`src/lmp_pkg.sv`:
```
/*
 * constants, field positions and types for the character display host port.
 * assumes a single clock domain (mclk) at CLK_PERIOD_NS.
 */
`default_nettype none

package lmp_pkg;

	// core clock and timing base
	localparam int CLK_PERIOD_NS   = 100;
	// internal resistor-timed oscillator period, plain default
	localparam int OSC_PERIOD_NS   = 4000;
	// mclk cycles per internal oscillator period (rounded down, at least 1)
	localparam int OSC_DIV         = (OSC_PERIOD_NS / CLK_PERIOD_NS < 1) ? 1 :
		OSC_PERIOD_NS / CLK_PERIOD_NS;
	localparam int OSC_CNT_W       = 8;
	// oscillator ticks that one instruction keeps the busy flag set
	localparam logic [3:0] CMD_BUSY_TICKS = 4'h4;
	// RAM drain takes one oscillator tick per byte

	// data path widths and FIFO depth
	localparam int BYTE_W          = 8;
	localparam int ADDR_W          = 7;
	localparam int RAM_AW          = 8;
	localparam int FIFO_DEPTH      = 16;

	// glyph RAM uses six address bits
	localparam logic [6:0] GLYPH_MASK = 7'h3F;

	// command and status byte field positions
	localparam int CMD_TEXT_BIT    = 7;
	localparam int CMD_GLYPH_BIT   = 6;
	localparam int CMD_FUNC_BIT    = 5;
	localparam int CMD_WIDTH_BIT   = 4;
	localparam int CMD_ENTRY_BIT   = 2;
	localparam int CMD_INCR_BIT    = 1;
	localparam int STATUS_BUSY_BIT = 7;

	// reset values
	localparam logic RST_WIDTH8    = 1'b1;
	localparam logic RST_INCR      = 1'b1;

	// RAM prefetch engine
	typedef enum logic [1:0] {
		ENG_IDLE,
		ENG_FETCH,
		ENG_LOAD
	} lmp_eng_type;

endpackage : lmp_pkg

`default_nettype wire

```
`src/lmp_fifo.sv`:
```
/*
 * byte FIFO between the host write side and the RAM drain.
 * assumes both sides in the mclk domain; clkEn freezes it.
 */
`default_nettype none

module lmp_fifo #(
	parameter int WIDTH = 8,
	parameter int DEPTH = 16
) (
	input  wire logic             mclk,
	input  wire logic             rst,
	input  wire logic             clkEn,
	input  wire logic             inValid,
	output logic                  inReady,
	input  wire logic [WIDTH-1:0] inData,
	output logic                  outValid,
	input  wire logic             outReady,
	output logic      [WIDTH-1:0] outData
);
	localparam int AW = $clog2(DEPTH);

	logic [WIDTH-1:0] store [DEPTH];  // entry storage
	logic [AW-1:0]    wrPtr_q;        // next write slot
	logic [AW-1:0]    rdPtr_q;        // oldest entry
	logic [AW:0]      count_q;        // entries held
	logic             push;           // accepted write
	logic             pop;            // accepted read

	// honest flags straight from the count
	assign inReady  = (count_q != (AW+1)'(DEPTH));
	assign outValid = (count_q != '0);
	assign push     = inValid && inReady;
	assign pop      = outValid && outReady;
	assign outData  = store[rdPtr_q];

	// storage write, no reset needed for data
	always_ff @(posedge mclk) begin
		if (clkEn && push) begin
			store[wrPtr_q] <= inData;
		end
	end

	// pointers and count
	always_ff @(posedge mclk or posedge rst) begin
		if (rst) begin
			wrPtr_q <= '0;
			rdPtr_q <= '0;
			count_q <= '0;
		end else if (clkEn) begin
			if (push) begin
				wrPtr_q <= wrPtr_q + 1'b1;
			end
			if (pop) begin
				rdPtr_q <= rdPtr_q + 1'b1;
			end
			if (push && !pop) begin
				count_q <= count_q + 1'b1;
			end else if (pop && !push) begin
				count_q <= count_q - 1'b1;
			end
		end
	end

endmodule // lmp_fifo

`default_nettype wire

```
`src/lmp_ram.sv`:
```
/*
 * text and glyph RAM in one array; the top address bit picks glyph RAM.
 * assumes one access per cycle; read data follows one cycle after re.
 */
`default_nettype none

module lmp_ram
	import lmp_pkg::*;
(
	input  wire logic              mclk,
	input  wire logic              clkEn,
	input  wire logic              we,
	input  wire logic              re,
	input  wire logic [RAM_AW-1:0] addr,
	input  wire logic [BYTE_W-1:0] wdata,
	output logic      [BYTE_W-1:0] rdata
);
	logic [BYTE_W-1:0] mem [2**RAM_AW];  // both RAMs

	// synchronous write and registered read
	always_ff @(posedge mclk) begin
		if (clkEn) begin
			if (we) begin
				mem[addr] <= wdata;
			end
			if (re) begin
				rdata <= mem[addr];
			end
		end
	end

endmodule // lmp_ram

`default_nettype wire

```
`src/lmp_host_port.sv`:
```
/*
 * host parallel port of a character display controller: strobed
 * register access, 4/8-bit bus width, busy/address status, data
 * register with RAM auto transfer and address stepping.
 * assumes host pins already synchronous to mclk; the host polls busy.
 *
// Functional notes
// select high means data, low command
// direction high reads, low writes
// transfers happen only under the strobe
// low lines used only in 8-bit width
// upper lines carry both nibbles in 4-bit
// busy shows on the top data line
// bus width follows the width command bit
// two byte holding registers: data, command
// data register targets last addressed RAM
// data read reloads next RAM location
// data write is copied into RAM
// command register is write only
// select works the same in both widths
// external clock pin may replace oscillator
// busy blocks new instructions; host polls it
// status read returns address counter plus busy
// address counter steps after every RAM access
// data write lands in data register first
// 4-bit bytes go high nibble first
// capture on strobe fall, drive while high
 */
`default_nettype none

module lmp_host_port
	import lmp_pkg::*;
(
	input  wire logic              mclk,
	input  wire logic              rst,
	input  wire logic              clkEn,
	input  wire logic              oscExtSel,
	input  wire logic              clockInPin,
	input  wire logic              registerSelectPin,
	input  wire logic              readNotWrite,
	input  wire logic              strobe,
	input  wire logic [BYTE_W-1:0] hostDataIn,
	output logic      [BYTE_W-1:0] hostDataOut,
	output logic      [BYTE_W-1:0] hostDataOe,
	output logic                   busyFlag,
	output logic                   busWidth8
);
	logic              strobe_q;      // strobe one cycle ago
	logic              strobeFall;    // falling edge of strobe
	logic              clkPin_q;      // external clock last sample
	logic [OSC_CNT_W-1:0] oscCnt_q;   // internal oscillator divider
	logic              oscTick;       // one internal clock period
	logic              tick;          // selected timing tick
	logic              width8_q;      // bus width bit
	logic              incr_q;        // address step direction
	logic              glyphSel_q;    // RAM target
	logic [ADDR_W-1:0] addrCnt_q;     // address counter
	logic [ADDR_W-1:0] addrNext;      // counter after one step
	logic [BYTE_W-1:0] dataReg_q;     // data transfer register
	logic [BYTE_W-1:0] cmdReg_q;      // command register
	logic [3:0]        busyCnt_q;     // instruction busy ticks left
	logic              nibbleLow_q;   // next nibble is the low one
	logic [3:0]        nibHi_q;       // held high nibble on write
	logic              byteDone;      // a whole byte access ends
	logic [BYTE_W-1:0] wrByte;        // assembled write byte
	logic [BYTE_W-1:0] rdByte;        // byte the host is reading
	logic [BYTE_W-1:0] dataOut_q;     // registered bus drive value
	logic              cmdAccept;     // command write taken
	logic              dataWrite;     // data write completed
	logic              dataRead;      // data read completed
	logic              fifoInReady;   // FIFO has room
	logic              fifoOutValid;  // byte waiting for RAM
	logic [BYTE_W-1:0] fifoOutData;   // byte at FIFO head
	logic              drain;         // write FIFO head into RAM
	logic              ramRe;         // RAM read strobe
	logic [BYTE_W-1:0] ramRdata;      // RAM read data
	logic [RAM_AW-1:0] ramAddr;       // RAM address
	logic              fetchReq_q;    // prefetch requested
	lmp_eng_type       eng_q;         // prefetch engine state

	// strobe edge detect; inputs are synchronous already
	always_ff @(posedge mclk or posedge rst) begin
		if (rst) begin
			strobe_q <= 1'b0;
			clkPin_q <= 1'b0;
		end else if (clkEn) begin
			strobe_q <= strobe;
			clkPin_q <= clockInPin;
		end
	end

	// capture on fall
	assign strobeFall = strobe_q && !strobe;

	// internal oscillator divider, free running
	always_ff @(posedge mclk or posedge rst) begin
		if (rst) begin
			oscCnt_q <= '0;
		end else if (clkEn) begin
			if (oscCnt_q == OSC_CNT_W'(OSC_DIV - 1)) begin
				oscCnt_q <= '0;
			end else begin
				oscCnt_q <= oscCnt_q + 1'b1;
			end
		end
	end

	assign oscTick = (oscCnt_q == OSC_CNT_W'(OSC_DIV - 1));

	// external clock option
	// a rising edge on the clock pin replaces the divider tick
	assign tick = oscExtSel ? (clockInPin && !clkPin_q) : oscTick;

	// byte completes on second nibble
	// in 8-bit width every strobed access is a whole byte
	assign byteDone = strobeFall && (width8_q || nibbleLow_q);

	// nibbles on upper lines
	// low lines ignored when narrow
	assign wrByte = width8_q ? hostDataIn : {nibHi_q, hostDataIn[7:4]};

	// nibble phase tracking
	// same select in both widths
	// only strobed accesses count
	always_ff @(posedge mclk or posedge rst) begin
		if (rst) begin
			nibbleLow_q <= 1'b0;
			nibHi_q     <= 4'h0;
		end else if (clkEn) begin
			if (cmdAccept && wrByte[CMD_FUNC_BIT] &&
					wrByte[7:6] == 2'b00) begin
				// width change restarts the nibble pairing
				nibbleLow_q <= 1'b0;
			end else if (strobeFall && !width8_q) begin
				// high nibble first
				nibbleLow_q <= !nibbleLow_q;
				if (!nibbleLow_q) begin
					nibHi_q <= hostDataIn[7:4];
				end
			end
		end
	end

	// no instruction while busy
	// select low, direction low
	assign cmdAccept = byteDone && !registerSelectPin && !readNotWrite &&
		!busyFlag;
	// select high: data register
	assign dataWrite = byteDone && registerSelectPin && !readNotWrite;
	assign dataRead  = byteDone && registerSelectPin && readNotWrite;

	// busy while operating
	// queued RAM writes count as internal work too
	assign busyFlag = (busyCnt_q != 4'h0) || fifoOutValid ||
		(eng_q != ENG_IDLE) || fetchReq_q;

	// instruction busy timer in oscillator ticks
	always_ff @(posedge mclk or posedge rst) begin
		if (rst) begin
			busyCnt_q <= 4'h0;
		end else if (clkEn) begin
			if (cmdAccept) begin
				busyCnt_q <= CMD_BUSY_TICKS;
			end else if (tick && busyCnt_q != 4'h0) begin
				busyCnt_q <= busyCnt_q - 1'b1;
			end
		end
	end

	// command holding register
	// written only, never read back
	always_ff @(posedge mclk or posedge rst) begin
		if (rst) begin
			cmdReg_q <= '0;
		end else if (clkEn && cmdAccept) begin
			cmdReg_q <= wrByte;
		end
	end

	// command decode: width, entry direction
	always_ff @(posedge mclk or posedge rst) begin
		if (rst) begin
			width8_q <= RST_WIDTH8;
			incr_q   <= RST_INCR;
		end else if (clkEn && cmdAccept) begin
			if (wrByte[7:5] == 3'b001) begin
				// width bit sets bus width
				width8_q <= wrByte[CMD_WIDTH_BIT];
			end else if (wrByte[7:2] == 6'b000001) begin
				incr_q <= wrByte[CMD_INCR_BIT];
			end
		end
	end

	assign busWidth8 = width8_q;

	// counter after one step, wrapped to the active RAM
	always_comb begin
		addrNext = incr_q ? addrCnt_q + 1'b1 : addrCnt_q - 1'b1;
		if (glyphSel_q) begin
			addrNext = addrNext & GLYPH_MASK;
		end
	end

	// address counter and RAM target
	always_ff @(posedge mclk or posedge rst) begin
		if (rst) begin
			addrCnt_q  <= '0;
			glyphSel_q <= 1'b0;
		end else if (clkEn) begin
			if (cmdAccept && wrByte[CMD_TEXT_BIT]) begin
				// text address set selects text RAM
				addrCnt_q  <= wrByte[6:0];
				glyphSel_q <= 1'b0;
			end else if (cmdAccept && wrByte[7:6] == 2'b01) begin
				// glyph address set selects glyph RAM
				addrCnt_q  <= wrByte[6:0] & GLYPH_MASK;
				glyphSel_q <= 1'b1;
			end else if (drain || dataRead) begin
				// step after each access
				addrCnt_q <= addrNext;
			end
		end
	end

	// data write queues via FIFO
	// a full FIFO refuses the byte; busy already warns the host
	lmp_fifo #(
		.WIDTH (BYTE_W),
		.DEPTH (FIFO_DEPTH)
	) u_fifo (
		.mclk     (mclk),
		.rst      (rst),
		.clkEn    (clkEn),
		.inValid  (dataWrite),
		.inReady  (fifoInReady),
		.inData   (wrByte),
		.outValid (fifoOutValid),
		.outReady (drain),
		.outData  (fifoOutData)
	);

	// copy into RAM
	// one byte per tick; prefetch reads have the port first
	assign drain = fifoOutValid && tick && eng_q == ENG_IDLE && !fetchReq_q;

	// prefetch request after address set or data read
	always_ff @(posedge mclk or posedge rst) begin
		if (rst) begin
			fetchReq_q <= 1'b0;
		end else if (clkEn) begin
			if (cmdAccept && (wrByte[7] || wrByte[7:6] == 2'b01)) begin
				fetchReq_q <= 1'b1;
			end else if (dataRead) begin
				// reload after read
				fetchReq_q <= 1'b1;
			end else if (eng_q == ENG_IDLE && !fifoOutValid) begin
				fetchReq_q <= 1'b0;
			end
		end
	end

	// prefetch engine: address, wait for data, load register
	always_ff @(posedge mclk or posedge rst) begin
		if (rst) begin
			eng_q <= ENG_IDLE;
		end else if (clkEn) begin
			case (eng_q)
				ENG_IDLE: begin
					// pending writes land first so reads see them
					if (fetchReq_q && !fifoOutValid) begin
						eng_q <= ENG_FETCH;
					end
				end
				ENG_FETCH: begin
					eng_q <= ENG_LOAD;
				end
				ENG_LOAD: begin
					eng_q <= ENG_IDLE;
				end
				default: begin
					eng_q <= ENG_IDLE;
				end
			endcase
		end
	end

	assign ramRe   = (eng_q == ENG_FETCH);
	assign ramAddr = {glyphSel_q, addrCnt_q};

	lmp_ram u_ram (
		.mclk  (mclk),
		.clkEn (clkEn),
		.we    (drain),
		.re    (ramRe),
		.addr  (ramAddr),
		.wdata (fifoOutData),
		.rdata (ramRdata)
	);

	// data holding register
	always_ff @(posedge mclk or posedge rst) begin
		if (rst) begin
			dataReg_q <= '0;
		end else if (clkEn) begin
			if (eng_q == ENG_LOAD) begin
				// next location loaded
				dataReg_q <= ramRdata;
			end else if (dataWrite && fifoInReady) begin
				// host byte held
				dataReg_q <= wrByte;
			end
		end
	end

	// byte offered to the host
	// status: counter plus busy
	// busy on top line
	// command code never returned
	always_comb begin
		if (registerSelectPin) begin
			rdByte = dataReg_q;
		end else begin
			rdByte = {1'b0, addrCnt_q};
			rdByte[STATUS_BUSY_BIT] = busyFlag;
		end
	end

	// registered drive value; narrow width picks the nibble
	always_ff @(posedge mclk or posedge rst) begin
		if (rst) begin
			dataOut_q <= '0;
		end else if (clkEn) begin
			if (width8_q) begin
				dataOut_q <= rdByte;
			end else if (nibbleLow_q) begin
				// low nibble on upper lines
				dataOut_q <= {rdByte[3:0], 4'h0};
			end else begin
				dataOut_q <= {rdByte[7:4], 4'h0};
			end
		end
	end

	assign hostDataOut = dataOut_q;

	// drive only while high
	// lower lines left undriven in 4-bit width
	assign hostDataOe = (strobe && strobe_q && readNotWrite) ?
		(width8_q ? 8'hFF : 8'hF0) : 8'h00;

endmodule // lmp_host_port

`default_nettype wire

```
`config.mk`:
```
export PLATFORM = sky130hd
export DESIGN_NAME = lmp_host_port
export DESIGN_NICKNAME = d
export VERILOG_FILES = /design/src/lmp_pkg.sv /design/src/lmp_fifo.sv /design/src/lmp_ram.sv /design/src/lmp_host_port.sv
export SDC_FILE = /design/constraint.sdc
export NUM_CORES = 2
export LEC_CHECK = 0
export BUFFER_PORTS_ARGS = -buffer_cell sky130_fd_sc_hd__buf_2
export CAP_MARGIN = 20
export CORE_UTILIZATION = 45
export DETAILED_ROUTE_END_ITERATION = 8
export GPL_TIMING_DRIVEN = 0
export PLACE_DENSITY = 0.71
export SYNTH_ARGS = -nofsm -noshare
export SYNTH_HDL_FRONTEND = slang
export SYNTH_SLANG_ARGS = --single-unit
```
`constraint.sdc`:
```
create_clock -name mclk -period 7.6 [get_ports mclk]
set_input_delay 0.76 -clock mclk [delete_from_list [all_inputs] [get_ports mclk]]
set_output_delay 0.76 -clock mclk [all_outputs]
set_load 0.05 [all_outputs]
```
==> results.md <==
* CTS max path bufs at 3
* Status: completed
* Sinks on Clock Net at 2245
* Synth cell types at 48
* Final setup fails at 0
* Via count at between 40000 and 50000
* Total power at between 30 and 40 mW
* Sequential area share after synthesis at between 70 and 80%
* Number of max-cap violations at 0
* CP endpoint kind: register
* Fmax at 173.7 MHz
* Synth Cell Area at 86840 um2
* Die Area at between 150000 and 200000 um2
* Rel. slew slack at 20.46%
* Synth area leader: edfxtp_1
* Post-CTS Repair Setup Buffers at 0
* Post-route cell area at 97900 um2
* Vias in the first global route at 43230
* Required @ worst endpoint at 8090 ps
* Max Slew Vio Count at 0
* Crit path kind: register to register
* DRC at 0
* Dominant cells by area after synthesis: edfxtp_1 (76%), mux4_2 (14%), a22oi_1 (2.3%)
* Grt ovf at 0
* GRT Total Usage at 22.75%
* Most common cell on crit path: buf_2
* Top_reg_cell synth: edfxtp_1
* Cell Pwr Density at 408.6 nW/um2
* Final hold vios at 0
* Antenna-violating nets left at 0
* Measured slew at the worst slew-check pin at 1193 ps
* Die width at roughly 440 um
* Final core area utilization at between 50% and 60%
* Leak at ~30 nW
* Number of I/O pins at 34
* Fin crit period at between 5000 and 6000 ps
* Critical Path, Cell by Cell: buf_2, buf_2, buf_2, buf_2, buf_2, nor2b_1, nand3_1, clkbuf_2, nor2_1
* Cell area after placement at 90930 um2
* Initial antenna violation count at 8
* First-pass GRT wire length at 314200 um
* Starting DRT DRC Count at 6808
* Async set-reset flop share out of synthesis at ~2.7%
* Post-DR wirelength/cell at 31.38 um
* Worst-Skew Late Latency at ~870 ps
* VDD IR max at between 0.0003 and 0.0004 V
* Worst path slowest cell: nand3_1
* Delay-heaviest family, CP: buffers and inverters
* Crit path DAT at 6240 ps
* # rows at 160
* Number of synthesized flops with an enable pin at 2184
* Share of cells above drive strength 1 at 23.39%
* R2r setup slk at 1840 ps
* Initial core utilization at 45.47%
* Synth Instances at 4074
* Cells on worst reg2reg path at 9
* Hold Path End: strobe_q
* Area Overhead vs Synth at 12.73%
* CTS tree: built
* Nets at 4388
* Hold path start: strobe
* Routed vias/inst at 6.234
* Routability Congestion at 0.9335
* R2r endpoint: u_ram.mem[203][0]
* Crit path max fanout at 10
* Crit-path max cell delay at 870 ps
* Seq cells post-synth at between 2000 and 2500
* IO Port Bufs at 32
* Drt first pass iters at 6
* Reg-to-reg startpoint: addrCnt_q[1]
* Cts hold-fix bufs at 1
* Synthesized Nets at 4109
* CTS resizes at 0
* Worst Skew at 40.43 ps
* Post-Syn Area per Cell at 21.32 um2
* YS warnings at 0
* RSZ-0062 raised after global routing: no
* Final WL at 221000 um
* Post-DP HPWL at 144200 um
* H-tree depth at 4
* Core footprint at approximately 190000 um2
* Worst-path clk slew at around 60 ps
* Hold Crit Class: input port to register
* CP Launch Type: register
* Synth top area share at 75.52%
* Setup_tns at 0 ps
* Largest net degree at the start of global routing at roughly 100
* Inserted Clock Buffers at between 200 and 250
* CP bufs+invs at 6
* Root Driver: clkbuf_16
* Final Cycle Share at between 70% and 80%
* Die Height at between 400 and 500 um
* Hold Crit Depth at 2
==> sequential cells by signal, indices dropped and copies added, names as in the netlist, 5 cells and up <==
signal and cells:
addrCnt_q 7, dataReg_q 8, hostDataOut 8, oscCnt_q 8
u_fifo.count_q 5, u_fifo.store 128, u_ram.mem 2048, u_ram.rdata 8
==> cells by family after synthesis <==
logic type	share of synthesized area, %
flops	77.28
mux	14.92
simple gates	2.291
compound gates	3.511
buf+inv	1.458
xor+xnor	0.2521
fa+ha+maj	0.2910
==> cell usage after synthesis (18+ instances only) <==
| cell | instances |
|---|---|
| buf_2 | 58 |
| xnor2_1 | 20 |
| mux4_2 | 556 |
| nand3_1 | 30 |
| clkbuf_1 | 130 |
| edfxtp_1 | 2184 |
| o21ai_0 | 18 |
| nor2_1 | 291 |
| buf_4 | 22 |
| buf_1 | 37 |
| dfrtp_1 | 59 |
| mux2_2 | 27 |
| nand2_1 | 51 |
| a21oi_1 | 140 |
| a22oi_1 | 264 |
| inv_1 | 19 |
==> layer usage <==
metal / up-vias / part of all wire, % / track usage [%]
met5: - / 0.073 / 0
met3: 422 / 11 / 4.895
met4: 4 / 4.2 / 9.555
met1: 23140 / 38 / 31.74
met2: 2714 / 47 / 34.92
li1: 17640 / - / -
==> cell type report <==
| class | instances | area (um2) |
|---|---|---|
| Timing Repair Buffer | 68 | 938.4 |
| Tap cell | 2511 | 3142 |
| Sequential cell | 2245 | 67110 |
| Clock buffer | 256 | 5446 |
| Clock inverter | 129 | 1471 |
| Buffer | 257 | 1209 |
| Antenna cell | 7 | 17.52 |
| Multi-Input combinational cell | 1553 | 18490 |
| Inverter | 19 | 71.32 |
| Fill cell | 14680 | 93080 |
==> worst max-delay path by stage <==
stage / cells past startpoint / startpoint / end
6_report: 9 / addrCnt_q[1] / u_ram.mem[203][0]
5_1_grt: 9 / addrCnt_q[1] / u_ram.mem[203][3]
4_1_cts: 9 / addrCnt_q[1] / u_ram.mem[107][2]
3_5_place_dp: 9 / addrCnt_q[1] / u_ram.mem[107][2]
3_3_place_gp: 4 / u_fifo.rdPtr_q[0] / u_ram.mem[82][1]
2_1_floorplan: 4 / u_fifo.rdPtr_q[0] / u_ram.mem[0][3]
==> placed cells by master (no fill, tap or decap), drive strengths merged, types with 2 or more instances in the layout <==
cell type  synthesis  layout
a21oi            140     140
nor2b             12      12
dfstp              2       2
or2                2       2
clkinv             0      88
and3               6       6
bufinv             0      23
or4               16      16
a21o               5       5
nor3              11      11
nor4              12      12
mux2              27      27
or3                2       2
nand4              4       4
nor2             291     291
inv               19      26
mux2i             13      13
nor3b              2       2
edfxtp          2184    2184
and2               7       7
clkbuf           130     386
diode              0       7
o41ai              8       8
nand2b             7       7
a31oi              2       2
clkinvlp           0      11
ha                17      17
o211ai             8       8
o2bb2ai            4       4
dfrtp             59      59
o21ai             18      18
mux4             556     556
nand2             51      51
nand3             30      30
xor2               5       5
a22oi            264     264
buf              127     194
o21bai             3       3
xnor2             20      20
fa                 2       2
==> stage by stage <==
step                      hold WS (ps)  std cells  worst slack [ps]
final                            139.6       7045              1845
after global placement           459.9       6617             937.7
after floorplan                  438.0       4074              3635
after global routing             123.2       7038              1955
after detailed placement         463.9       6651              2086
after CTS                        79.90       7037              2058
==> power breakdown <==
part / internal (mW) / switching, mW / total [mW] / leakage (nW)
clock: 5.92 / 4.65 / 10.6 / 3.34
combinational: 4.06 / 8.55 / 12.6 / 6.26
sequential: 16.7 / 0.107 / 16.8 / 20.4
total: 26.7 / 13.3 / 40.0 / 30.0
Power figures use the tool's default switching activity.
